$ cat src/pkg/tos_pkg.sv
// Constants, register map and encodings of the trigger output sequencer.
package tos_pkg;
  localparam int NUM_UNITS = 2;
  localparam int NUM_GPIO = 7;
  localparam int NUM_CFG = 8;
  localparam int ADDR_W = 11;
  localparam int DATA_W = 16;
  localparam logic [ADDR_W-1:0] UNIT1_BASE = 11'h220;
  localparam logic [ADDR_W-1:0] UNIT2_BASE = 11'h240;
  localparam logic [ADDR_W-1:0] UNIT1_CYCLE_OR_BIT_COUNT_OFS = 11'h230;
  localparam logic [ADDR_W-1:0] UNIT1_PATTERN_OR_ITERATION_COUNT_OFS = 11'h232;
  localparam logic [ADDR_W-1:0] UNIT1_ITERATION_TIME_LOW_OFS = 11'h234;
  localparam logic [ADDR_W-1:0] UNIT1_ITERATION_TIME_HIGH_OFS = 11'h236;
  localparam logic [4:0] CFG_FIRST_OFS = 5'h08;
  localparam logic [4:0] CFG_LAST_OFS = 5'h17;
  localparam int CFG1_IDX = 0;
  localparam int CFG2_IDX = 1;
  localparam int CFG3_IDX = 2;
  localparam int CFG4_IDX = 3;
  localparam int CFG5_IDX = 4;
  localparam int CFG6_IDX = 5;
  localparam int CFG7_IDX = 6;
  localparam int CFG8_IDX = 7;
  localparam logic [DATA_W-1:0] CFG_RESET = 16'h0000;
  localparam int GPIO_SEL_LSB = 0;
  localparam int GPIO_SEL_W = 4;
  localparam int EDGE_SEL_BIT = 7;
  localparam int EDGE_PIN = 1;
  localparam logic [DATA_W-1:0] UNIT1_CFG1_MASK = 16'h000F;
  localparam logic [DATA_W-1:0] UNIT2_CFG1_MASK = 16'h008F;
  localparam int CLK_MHZ = 25;
  localparam int CLK_PERIOD_NS = 1000 / CLK_MHZ;
  localparam int PULSE_UNIT_NS = 8;
  localparam int PULSE_SHIFT = $clog2(PULSE_UNIT_NS);
  localparam int ITER_TIME_UNIT_NS = 1;
  localparam logic [1:0] MODE_NEG_CYCLE = 2'h0;
  localparam logic [1:0] MODE_POS_CYCLE = 2'h1;
  localparam logic [1:0] MODE_PATTERN = 2'h2;
  localparam logic [1:0] MODE_OFF = 2'h3;
  typedef enum logic [1:0] {ST_IDLE, ST_RUN, ST_WAIT} tos_state_t;
endpackage

$ cat src/tos_pin_or.sv
// Pin combiner that merges unit outputs onto the GPIO pins.
`timescale 1ns/1ps
`default_nettype none
module tos_pin_or (
  input wire logic [tos_pkg::NUM_UNITS-1:0] unitWave,
  input wire logic [tos_pkg::NUM_UNITS*tos_pkg::GPIO_SEL_W-1:0] unitSel,
  output logic [tos_pkg::NUM_GPIO-1:0] pinLevel
);
  import tos_pkg::*;
  always_comb begin
    pinLevel = '0;
    for (int u = 0; u < NUM_UNITS; u++) begin
      for (int p = 0; p < NUM_GPIO; p++) begin
        // Select codes above the last pin drive nothing.
        if (unitSel[u*GPIO_SEL_W +: GPIO_SEL_W] == GPIO_SEL_W'(p)) begin
          pinLevel[p] = pinLevel[p] | unitWave[u];
        end
      end
    end
  end
endmodule
`default_nettype wire

$ cat src/tos_wave_unit.sv
// Waveform and cascade sequencing engine of one trigger output unit.
`timescale 1ns/1ps
`default_nettype none
module tos_wave_unit (
  input wire logic clk_sys,
  input wire logic reset_n,
  input wire logic startPulse,
  input wire logic [1:0] modeSel,
  input wire logic cascadeEn,
  input wire logic isTail,
  input wire logic [15:0] pulseWidth,
  input wire logic [31:0] cycleWidth,
  input wire logic [15:0] countLimit,
  input wire logic [15:0] patternIter,
  input wire logic [31:0] iterTime,
  input wire logic [31:0] targetTime,
  output logic waveOut,
  output logic busy,
  output logic [31:0] nextTarget,
  output logic nextTargetLoad
);
  import tos_pkg::*;
  tos_state_t state_ff;
  tos_state_t nxt_state;
  logic [32:0] elapsed_ff;
  logic [15:0] cycleCnt_ff;
  logic [15:0] iterCnt_ff;
  logic [3:0] bitIdx_ff;
  logic [31:0] nextTarget_ff;
  logic loadPulse_ff;
  logic wave_ff;
  wire logic [32:0] stepElapsed = elapsed_ff + 33'(CLK_PERIOD_NS);
  wire logic periodEnd = stepElapsed >= {1'b0, cycleWidth};
  wire logic [32:0] restElapsed = stepElapsed - {1'b0, cycleWidth};
  wire logic [32:0] pulseNs = 33'({pulseWidth, PULSE_SHIFT'(0)});
  wire logic isPattern = modeSel == MODE_PATTERN;
  wire logic countDone = (countLimit != 16'h0000) && (cycleCnt_ff + 16'h0001 == countLimit);
  wire logic iterLimitHit = isTail && !isPattern && (iterCnt_ff == patternIter);
  wire logic iterAgain = cascadeEn && !iterLimitHit;
  wire logic runEnd = (state_ff == ST_RUN) && periodEnd && countDone;
  wire logic startOk = startPulse && (modeSel != MODE_OFF) && (state_ff != ST_RUN);
  wire logic pulseHigh = elapsed_ff < pulseNs;
  logic waveLevel;
  always_comb begin
    case (modeSel)
      MODE_POS_CYCLE: waveLevel = pulseHigh;
      MODE_NEG_CYCLE: waveLevel = !pulseHigh;
      MODE_PATTERN: waveLevel = patternIter[bitIdx_ff];
      default: waveLevel = 1'b0;
    endcase
  end
  always_comb begin
    nxt_state = state_ff;
    case (state_ff)
      ST_IDLE, ST_WAIT: begin
        if (startOk) begin
          nxt_state = ST_RUN;
        end
      end
      ST_RUN: begin
        if (modeSel == MODE_OFF) begin
          nxt_state = ST_IDLE;
        end else if (runEnd) begin
          nxt_state = iterAgain ? ST_WAIT : ST_IDLE;
        end
      end
      default: nxt_state = ST_IDLE;
    endcase
  end
  always_ff @(posedge clk_sys or negedge reset_n) begin
    if (!reset_n) begin
      state_ff <= ST_IDLE;
      wave_ff <= 1'b0;
      loadPulse_ff <= 1'b0;
      nextTarget_ff <= 32'h0000_0000;
    end else begin
      state_ff <= nxt_state;
      // The final clock of the last cycle keeps its level, so a negative cycle ends high.
      wave_ff <= (state_ff == ST_RUN) && waveLevel;
      loadPulse_ff <= runEnd && iterAgain;
      if (runEnd && iterAgain) begin
        nextTarget_ff <= targetTime + iterTime;
      end
    end
  end
  always_ff @(posedge clk_sys or negedge reset_n) begin
    if (!reset_n) begin
      elapsed_ff <= 33'h0_0000_0000;
      cycleCnt_ff <= 16'h0000;
      bitIdx_ff <= 4'h0;
    end else if (startOk || state_ff != ST_RUN) begin
      elapsed_ff <= 33'h0_0000_0000;
      cycleCnt_ff <= 16'h0000;
      bitIdx_ff <= 4'h0;
    end else if (periodEnd) begin
      // Keeping the remainder stops rounding to the clock period from drifting.
      elapsed_ff <= restElapsed;
      cycleCnt_ff <= cycleCnt_ff + 16'h0001;
      bitIdx_ff <= bitIdx_ff + 4'h1;
    end else begin
      elapsed_ff <= stepElapsed;
    end
  end
  always_ff @(posedge clk_sys or negedge reset_n) begin
    if (!reset_n) begin
      iterCnt_ff <= 16'h0000;
    end else if (startOk && state_ff == ST_IDLE) begin
      iterCnt_ff <= 16'h0000;
    end else if (runEnd) begin
      iterCnt_ff <= iterAgain ? iterCnt_ff + 16'h0001 : 16'h0000;
    end
  end
  assign waveOut = wave_ff;
  assign busy = state_ff != ST_IDLE;
  assign nextTarget = nextTarget_ff;
  assign nextTargetLoad = loadPulse_ff;
endmodule
`default_nettype wire

$ cat src/tos_sequencer.sv
// Top of the trigger output sequencer: register file, two units and pin drive.
`timescale 1ns/1ps
`default_nettype none
module tos_sequencer (
  input wire logic clk_sys,
  input wire logic reset_n,
  input wire logic [tos_pkg::ADDR_W-1:0] regAddr,
  input wire logic [tos_pkg::DATA_W-1:0] regWrData,
  input wire logic regWrEn,
  input wire logic regRdEn,
  output logic [tos_pkg::DATA_W-1:0] regRdData,
  output logic regRdValid,
  input wire logic [tos_pkg::NUM_UNITS-1:0] unitStart,
  input wire logic [tos_pkg::NUM_UNITS*2-1:0] unitMode,
  input wire logic [tos_pkg::NUM_UNITS-1:0] unitCascade,
  input wire logic [tos_pkg::NUM_UNITS-1:0] unitTail,
  input wire logic [tos_pkg::NUM_UNITS*32-1:0] unitTarget,
  output logic [tos_pkg::NUM_UNITS*32-1:0] unitNextTarget,
  output logic [tos_pkg::NUM_UNITS-1:0] unitNextTargetLoad,
  output logic [tos_pkg::NUM_UNITS-1:0] unitBusy,
  output logic [tos_pkg::NUM_GPIO-1:0] gpioOut,
  output logic gpioEdgeLate
);
  import tos_pkg::*;
  logic [DATA_W-1:0] cfg_ff [NUM_UNITS][NUM_CFG];
  logic [DATA_W-1:0] rdData_ff;
  logic rdValid_ff;
  logic [NUM_GPIO-1:0] gpio_ff;
  logic lateEdge_ff;
  logic [NUM_UNITS-1:0] busy_ff;
  wire logic [NUM_UNITS-1:0] unitHit;
  wire logic [4:0] unitOfs = regAddr[4:0];
  wire logic cfgHit = (unitOfs >= CFG_FIRST_OFS) && (unitOfs <= CFG_LAST_OFS) && !regAddr[0];
  wire logic [2:0] cfgIdx = 3'((unitOfs - CFG_FIRST_OFS) >> 1);
  assign unitHit[0] = regAddr[ADDR_W-1:5] == UNIT1_BASE[ADDR_W-1:5];
  assign unitHit[1] = regAddr[ADDR_W-1:5] == UNIT2_BASE[ADDR_W-1:5];
  wire logic [NUM_UNITS-1:0] unitWave;
  wire logic [NUM_UNITS*GPIO_SEL_W-1:0] unitSel;
  wire logic [NUM_UNITS-1:0] unitBusyRaw;
  wire logic [NUM_UNITS-1:0] earlyWave;
  wire logic edgeSelLate = cfg_ff[1][CFG1_IDX][EDGE_SEL_BIT];
  wire logic unit2OnEdgePin = unitSel[GPIO_SEL_W +: GPIO_SEL_W] == GPIO_SEL_W'(EDGE_PIN);
  wire logic moveUnit2 = edgeSelLate && unit2OnEdgePin;
  wire logic [NUM_GPIO-1:0] pinLevel;
  genvar gu;
  generate
    for (gu = 0; gu < NUM_UNITS; gu++) begin : g_unit
      wire logic [DATA_W-1:0] wrMask = (gu == 1) ? UNIT2_CFG1_MASK : UNIT1_CFG1_MASK;
      wire logic wrHere = regWrEn && unitHit[gu] && cfgHit;
      always_ff @(posedge clk_sys or negedge reset_n) begin
        if (!reset_n) begin
          for (int r = 0; r < NUM_CFG; r++) begin
            cfg_ff[gu][r] <= CFG_RESET;
          end
        end else if (wrHere) begin
          // Only unit two keeps the launch edge bit; elsewhere it stays zero.
          if (cfgIdx == 3'(CFG1_IDX)) begin
            cfg_ff[gu][CFG1_IDX] <= regWrData & wrMask;
          end else begin
            cfg_ff[gu][cfgIdx] <= regWrData;
          end
        end
      end
      assign unitSel[gu*GPIO_SEL_W +: GPIO_SEL_W] =
        cfg_ff[gu][CFG1_IDX][GPIO_SEL_LSB +: GPIO_SEL_W];
      tos_wave_unit u_wave (
        .clk_sys(clk_sys),
        .reset_n(reset_n),
        .startPulse(unitStart[gu]),
        .modeSel(unitMode[gu*2 +: 2]),
        .cascadeEn(unitCascade[gu]),
        .isTail(unitTail[gu]),
        .pulseWidth(cfg_ff[gu][CFG2_IDX]),
        .cycleWidth({cfg_ff[gu][CFG4_IDX], cfg_ff[gu][CFG3_IDX]}),
        .countLimit(cfg_ff[gu][CFG5_IDX]),
        .patternIter(cfg_ff[gu][CFG6_IDX]),
        .iterTime({cfg_ff[gu][CFG8_IDX], cfg_ff[gu][CFG7_IDX]}),
        .targetTime(unitTarget[gu*32 +: 32]),
        .waveOut(unitWave[gu]),
        .busy(unitBusyRaw[gu]),
        .nextTarget(unitNextTarget[gu*32 +: 32]),
        .nextTargetLoad(unitNextTargetLoad[gu])
      );
    end
  endgenerate
  // When unit two launches on the falling edge its share of pin one leaves the rising path.
  assign earlyWave = {unitWave[1] & !moveUnit2, unitWave[0]};
  tos_pin_or u_pin_or (
    .unitWave(earlyWave),
    .unitSel(unitSel),
    .pinLevel(pinLevel)
  );
  wire logic [DATA_W-1:0] cfgRead = cfg_ff[unitHit[1] ? 1 : 0][cfgIdx];
  // Target time words and the reserved tail of each unit window read as zero.
  wire logic [DATA_W-1:0] rdSel = (cfgHit && |unitHit) ? cfgRead : CFG_RESET;
  always_ff @(posedge clk_sys or negedge reset_n) begin
    if (!reset_n) begin
      rdData_ff <= CFG_RESET;
      rdValid_ff <= 1'b0;
    end else begin
      rdValid_ff <= regRdEn;
      if (regRdEn) begin
        rdData_ff <= rdSel;
      end
    end
  end
  always_ff @(posedge clk_sys or negedge reset_n) begin
    if (!reset_n) begin
      gpio_ff <= '0;
      busy_ff <= '0;
    end else begin
      gpio_ff <= pinLevel;
      busy_ff <= unitBusyRaw;
    end
  end
  // Half a period earlier than the rising path; the pad logic ORs it into pin one.
  always_ff @(negedge clk_sys or negedge reset_n) begin
    if (!reset_n) begin
      lateEdge_ff <= 1'b0;
    end else begin
      lateEdge_ff <= moveUnit2 && unitWave[1];
    end
  end
  assign regRdData = rdData_ff;
  assign regRdValid = rdValid_ff;
  assign unitBusy = busy_ff;
  assign gpioOut = gpio_ff;
  assign gpioEdgeLate = lateEdge_ff;
endmodule
`default_nettype wire

$ cat config.mk
export PLATFORM = sky130hd
export DESIGN_NAME = tos_sequencer
export DESIGN_NICKNAME = d
export VERILOG_FILES = /design/src/pkg/tos_pkg.sv /design/src/tos_pin_or.sv /design/src/tos_wave_unit.sv /design/src/tos_sequencer.sv
export SDC_FILE = /design/constraint.sdc
export NUM_CORES = 1
export LEC_CHECK = 0
export BUFFER_PORTS_ARGS = -buffer_cell sky130_fd_sc_hd__buf_2
export CORE_ASPECT_RATIO = 0.7
export CORE_MARGIN = 2
export CORE_UTILIZATION = 50
export DETAILED_ROUTE_END_ITERATION = 12
export GPL_ROUTABILITY_DRIVEN = 0
export PLACE_DENSITY = 0.68
export SLEW_MARGIN = 10
export SYNTH_ARGS = -nofsm -noshare
export SYNTH_HDL_FRONTEND = slang
export SYNTH_SLANG_ARGS = --single-unit
$ cat constraint.sdc
create_clock -name clk_sys -period 5.4 [get_ports clk_sys]
set_input_delay 0.81 -clock clk_sys [delete_from_list [all_inputs] [get_ports clk_sys]]
set_output_delay 0.81 -clock clk_sys [all_outputs]
set_load 0.01 [all_outputs]
==> flow_summary_export.csv, run 1 <==
group,metric,value,unit
critical_path,cp_data_arrival_time,5450,ps
synth,yosys-top-cells-area,"dfrtp_1, ha_1, mux2_2",
clock_tree,cts_tree,"done",
synth,ys_seq_area_share,39.79,%
clock_tree,cts.sinks,493,
place,placed_cell_area,32790,um^2
route,first_iter_violations,3337,
sta,rsz0062_at_grt,"false",
route,wirelength_met1,47230,um
route,wire_per_inst,23.20,um
route,drc,0,
critical_path,crit_path_start_kind,"flop",
synth,synthesis.nets,3567,
critical_path,worstReg2RegEnd,"g_unit[0].u_wave.nextTarget[6]",
global_routing,track_usage,30.96,%
clock_tree,cts_max_level,2,
clock_tree,clkTransAtPathRegs,70,ps
synth,async_flop_share,100.0,%
layout,post-route-util,56.06,%
sta,fin_worst_skew,27.50,ps
sta,maxSlewViolCount,0,
sta,fmax,200.6,MHz
floorplan,dieArea,64040,um^2
run_status,status,"finished, final reports clean",
place,place_ws,538.9,ps
route,wl_met3,12920,um
synth,synthDistinctLibCells,89,
floorplan,die_x,301.6,um
synth,ys_ff_latch,493,
floorplan,rows,76,
synth,yosys_warnings,0,
sta,worst_pin_slew,1118,ps
clock_tree,clockBufferDepth,3,
critical_path,endpoint_kind,"flop",
synth,synthCells,3294,
critical_path,reg2reg_depth,18,
sta,timing.slew.headroom,25.47,%
synth,synth_edf_count,0,
clock_tree,clk_latency,600,ps
job,drv_cap,0,
floorplan,fp.coreArea,61430,um^2
sta,period_share,92.32,%
critical_path,cp_max_fo,39,
min_path,hp-class,"input pin to async pin",
layout,design_area,34440,um^2
critical_path,ff2ff_setup_slack,410,ps
power_and_ir_drop,powerDensity,241.4,nW/um^2
global_routing,grt_pass1_wl,149800,um
route,routed_wl,99330,um
clock_tree,post_cts_buffers,0,
sta,fin_tns_setup,0,ps
route,viasPerCell,6.133,
critical_path,crit_type,"flop to flop",
floorplan,io_pins,198,
synth,synth_top_area_cell,"dfrtp_1",
global_routing,grt_pass1_vias,23971,
global_routing,grt_overflow,0,
route,met2_wirelength,37080,um
floorplan,initial_core_util,50.47,%
route,first_pass_iters,6,
floorplan,fp.dieH,212.3,um
layout,area_growth,11.08,%
sta,fin_ws,415.0,ps
place,port_buffers,197,
sta,final_hold_viol_count,0,
critical_path,cp.required,5860,ps
clock_tree,post_cts_resized,0,
route,num_vias,26255,
route,ant_nets,0,
layout,drive_above_1_share,16.62,%
synth,synth.cell_area,31000,um^2
sta,fin_crit,4985,ps
global_routing,grt_max_degree,173,
power_and_ir_drop,ir_drop,342.1,uV
layout,fin_nets,3700,
synth,synth_top_area_share,39.71,%
power_and_ir_drop,p_leak,16.78,nW
clock_tree,cts_buffers,48,
sta,setup_violations,0,
route,dr.max_layer_used,"met5",
clock_tree,postCtsHoldBufs,0,
synth,synth.avg_cell_area,9.412,um^2
critical_path,rr_startpoint,"g_unit[0].u_wave.elapsed_ff[3]",
place,dpl.hpwl,74030,um
global_routing,antenna_found_initial,7,
clock_tree,clockRootBuffer,"clkbuf_16",
synth,synth_ff_type,"dfrtp_1",
power_and_ir_drop,total_power,0.008314,W
flip-flops by register name, indices dropped and copies added (netlist names):
signal,count
g_unit.u_wave.waveOut,2
unitBusy,2
g_unit.u_wave.iterCnt_ff,32
regRdValid,1
cfg_ff,256
g_unit.u_wave.nextTarget,64
gpioOut,7
gpioEdgeLate,1
g_unit.u_wave.elapsed_ff,66
g_unit.u_wave.nextTargetLoad,2
g_unit.u_wave.bitIdx_ff,8
g_unit.u_wave.state_ff,4
regRdData,16
g_unit.u_wave.cycleCnt_ff,32
cells in the final DEF, fill, tap and decap left out, drive strengths merged, types with 36 or more instances in the layout:
cell type	instances
and3	41
nand2	420
inv	157
clkbuf	60
nand3	87
a21o	70
buf	241
dfrtp	492
a21oi	209
xnor2	146
mux2	155
mux4	57
nor2b	38
o21ai	271
nor3	47
ha	164
nand4	47
nor2	182
xor2	123
nand2b	36
synthesized netlist by cell type (38+ instances only):
cell type,instances
xor2_1,123
inv_1,154
o21ai_0,268
clkbuf_1,123
and3_1,40
xnor2_1,146
nor3_1,47
nand2_1,419
mux4_2,57
a21oi_1,209
ha_1,164
nand4_1,46
nor2_1,181
dfrtp_1,492
nor2b_1,38
mux2_2,154
a21o_1,70
nand3_1,87
power by group:
group | internal [W] | switching, W | leakage (nW)
Clock | 0.00209 | 0.00153 | 0.807
Combinational | 0.000289 | 0.000565 | 9.65
Sequential | 0.00377 | 0.0000786 | 6.32
Total | 0.00614 | 0.00217 | 16.8
area by class of cell:
class                   instances  area, um^2
well taps                     819        1025
clock inverters                22       304.0
flip-flops and latches        493       12340
repair buffers                241        1376
fillers                      5471       26990
inverters                     154       578.1
clock buffers                  60        1338
diodes                          3       7.507
multi-input cells            2489       17470
kinds of logic after synthesis:
logic type,after synthesis,synth area share [%]
simple gates,1065,16.72
buf+inv,312,3.963
mux,227,10.26
xor+xnor,269,7.599
fa+ha+maj,168,6.877
compound gates,760,14.79
flops,493,39.79
per-layer routing:
| metal | GRT usage, % | vias up |
|---|---|---|
| met5 | 0 | - |
| met4 | 6.350 | 6 |
| met3 | 11.09 | 130 |
| met2 | 38.72 | 1261 |
| met1 | 49.65 | 12842 |
| li1 | - | 12016 |
how the worst max path moves through the flow:
stage                                               from                         endpoint  depth (start not counted)
after floorplan           g_unit[0].u_wave.elapsed_ff[3]  g_unit[0].u_wave.nextTarget[17]                         20
after global placement    g_unit[0].u_wave.elapsed_ff[3]   g_unit[0].u_wave.nextTarget[6]                         18
after detailed placement  g_unit[0].u_wave.elapsed_ff[3]   g_unit[0].u_wave.nextTarget[2]                         18
after CTS                 g_unit[0].u_wave.elapsed_ff[3]   g_unit[0].u_wave.nextTarget[6]                         18
after global routing      g_unit[1].u_wave.elapsed_ff[6]   g_unit[1].u_wave.elapsed_ff[9]                         17
final                     g_unit[0].u_wave.elapsed_ff[3]   g_unit[0].u_wave.nextTarget[6]                         18
through the flow:
step / instances / hold WS [ps]
floorplan: 3294 / 448.4
global placement: 4196 / 462.8
detailed placement: 4196 / 467.6
CTS: 4278 / 87.49
global route: 4280 / 115.3
finish: 4281 / 85.86
worst max-delay path: stages (launching register included):
cell and delay, ps:
dfrtp_1 430, ha_1 260, o211ai_1 290, nor3_1 80, buf_4 170, nand3_1 100, xnor2_1 150, ha_1 320
and3_2 260, a31oi_1 220, o22ai_1 120, a311o_1 360, a211o_1 300, a2111oi_1 520, buf_4 230, or2_1 120
or4_4 330, buf_4 390, o21ai_0 170
Power figures use the tool's default switching activity.
==> run 2: changes to the inputs <==
--- a/config.mk
+++ b/config.mk
@@ -8,10 +8,10 @@
 export BUFFER_PORTS_ARGS = -buffer_cell sky130_fd_sc_hd__buf_2
 export CORE_ASPECT_RATIO = 0.7
 export CORE_MARGIN = 2
-export CORE_UTILIZATION = 50
+export CORE_UTILIZATION = 62
 export DETAILED_ROUTE_END_ITERATION = 12
 export GPL_ROUTABILITY_DRIVEN = 0
-export PLACE_DENSITY = 0.68
+export PLACE_DENSITY = 0.81
 export SLEW_MARGIN = 10
 export SYNTH_ARGS = -nofsm -noshare
 export SYNTH_HDL_FRONTEND = slang
==> constraint.sdc (replaced) <==
create_clock -name clk_sys -period 5.4 [get_ports clk_sys]
set_input_delay 0.81 -clock clk_sys [delete_from_list [all_inputs] [get_ports clk_sys]]
set_output_delay 0.81 -clock clk_sys [all_outputs]
set_load 0.05 [all_outputs]
==> run 2 against run 1 <==
- flip-flop and latch count did not move
- die area fell by 19%
- clock power grew 2%
- clock skew is 4.6 ps lower
- via count is 6.6% higher
- combinational power up 12%
- sequential power about the same
- largest power group unchanged
==> flow_summary_export.csv, run 2 (synthesis gave the netlist of run 1 again) <==
group,metric,value,unit
run_status,status,"finished, final reports clean",
clock_tree,cts.sinks,493,
layout,design_area,34260,um^2
place,place_ws,469.7,ps
critical_path,cp_data_arrival_time,5530,ps
clock_tree,clk_latency,600,ps
layout,nFillCells,3567,
min_path,hp-class,"input pin to async pin",
clock_tree,cts_buffers,47,
layout,area_growth,10.49,%
clock_tree,clockBufferDepth,3,
critical_path,endpoint_kind,"flop",
route,first_iter_violations,3961,
clock_tree,post_cts_buffers,0,
critical_path,rr_startpoint,"g_unit[0].u_wave.elapsed_ff[8]",
global_routing,track_usage,38.56,%
global_routing,grt_pass1_vias,26451,
sta,period_share,93.15,%
power_and_ir_drop,p_leak,16.76,nW
global_routing,grt_pass1_wl,154400,um
global_routing,antenna_found_initial,9,
clock_tree,cts_max_level,2,
clock_tree,cts_tree,"done",
critical_path,worstReg2RegEnd,"g_unit[0].u_wave.iterCnt_ff[7]",
sta,fmax,198.8,MHz
power_and_ir_drop,ir_drop,224.3,uV
layout,top_register,"cfg_ff",
floorplan,fp.coreArea,49350,um^2
layout,layout_commonest_cell,"dfrtp_1",
sta,fin_crit,5030,ps
route,first_pass_iters,6,
critical_path,crit_type,"flop to flop",
sta,rsz0062_at_grt,"false",
critical_path,crit_path_start_kind,"flop",
sta,setup_violations,0,
clock_tree,clockRootBuffer,"clkbuf_16",
layout,layout.cells.non_filler,4132,
place,dpl.hpwl,73670,um
floorplan,die_x,271.3,um
route,routed_wl,101200,um
sta,worst_pin_slew,1200,ps
clock_tree,postCtsHoldBufs,0,
layout,drive_above_1_share,16.49,%
place,port_buffers,197,
sta,timing.slew.headroom,19.44,%
power_and_ir_drop,powerDensity,247.6,nW/um^2
layout,multi_input_area,17460,um^2
route,ant_nets,0,
layout,regArea,12340,um^2
layout,largest_reg_flops,256,
route,drc,0,
clock_tree,clkTransAtPathRegs,70,ps
sta,fin_tns_setup,0,ps
floorplan,fp.dieH,191.1,um
sta,fin_worst_skew,22.89,ps
floorplan,io_pins,198,
critical_path,cp.required,5900,ps
global_routing,grt_max_degree,176,
route,num_vias,27976,
clock_tree,post_cts_resized,0,
critical_path,ff2ff_setup_slack,370,ps
place,placed_cell_area,32560,um^2
route,viasPerCell,6.771,
place,dp_cells,4038,
layout,final_cell_mix,"dfrtp_1, nand2_1, o21ai_0, a21oi_1, buf_2",
layout,fin_nets,3695,
global_routing,grt_overflow,0,
sta,maxSlewViolCount,0,
route,wire_per_inst,24.49,um
critical_path,reg2reg_depth,16,
critical_path,cp_max_fo,29,
sta,final_hold_viol_count,0,
job,drv_cap,0,
floorplan,dieArea,51840,um^2
sta,fin_ws,369.7,ps
floorplan,initial_core_util,62.82,%
floorplan,rows,68,
[run 2: final cells by class]
type,instances,area share [%]
timing repair buffer,237,3.930
clock buffer,57,3.780
inverter,154,1.687
multi-input combinational,2489,50.98
sequential,493,36.01
tap,665,2.429
clock inverter,27,1.110
antenna,10,0.07305
[run 2: worst max-delay path by stage]
stage	from	to	slack [ps]
6_report	g_unit[0].u_wave.elapsed_ff[8]	g_unit[0].u_wave.iterCnt_ff[7]	370
5_1_grt	g_unit[0].u_wave.elapsed_ff[3]	g_unit[0].u_wave.nextTarget[20]	20
4_1_cts	g_unit[0].u_wave.elapsed_ff[3]	g_unit[0].u_wave.nextTarget[20]	400
3_5_place_dp	g_unit[0].u_wave.elapsed_ff[3]	g_unit[0].u_wave.iterCnt_ff[7]	470
3_3_place_gp	g_unit[0].u_wave.elapsed_ff[3]	g_unit[0].u_wave.nextTarget[8]	690
2_1_floorplan	g_unit[0].u_wave.elapsed_ff[3]	g_unit[0].u_wave.nextTarget[17]	1080
[run 2: where the power goes]
part | internal [W] | total [W] | switching [W]
clock network | 0.00210 | 0.00368 | 0.00157
registers | 0.00377 | 0.00385 | 0.0000802
logic | 0.000290 | 0.000959 | 0.000669
total | 0.00616 | 0.00848 | 0.00232
[run 2: critical path, cell delays in order, from the launching register on]
cell and delay [ps]:
dfrtp_1 450, nand4_2 180, nor4_4 520, nand4_1 200
xnor2_1 180, ha_1 370, and3_2 250, nand2_2 90
nor4_2 280, nand2_1 110, o41ai_1 400, a2111oi_1 120
buf_4 180, or2_1 260, or4_4 710, or3b_1 440
a21oi_1 200
[run 2: metal layers]
layer,GRT usage (%),vias to the layer above,share of wire (%)
li1,-,12009,-
met1,54.76,13663,41
met2,53.65,1985,40
met3,15.12,313,15
met4,12.95,6,4.0
met5,0,-,0.041
[run 2: metrics by stage]
step | hold WS (ps) | util (%) | power, W
after floorplan | 448.4 | - | 0.004476
after global placement | 449.2 | 65.97 | 0.004798
after detailed placement | 462.8 | 65.97 | 0.004834
after CTS | 98.82 | 69.37 | 0.008433
after global routing | 117.7 | 69.38 | 0.008686
final | 83.25 | 69.42 | 0.008480
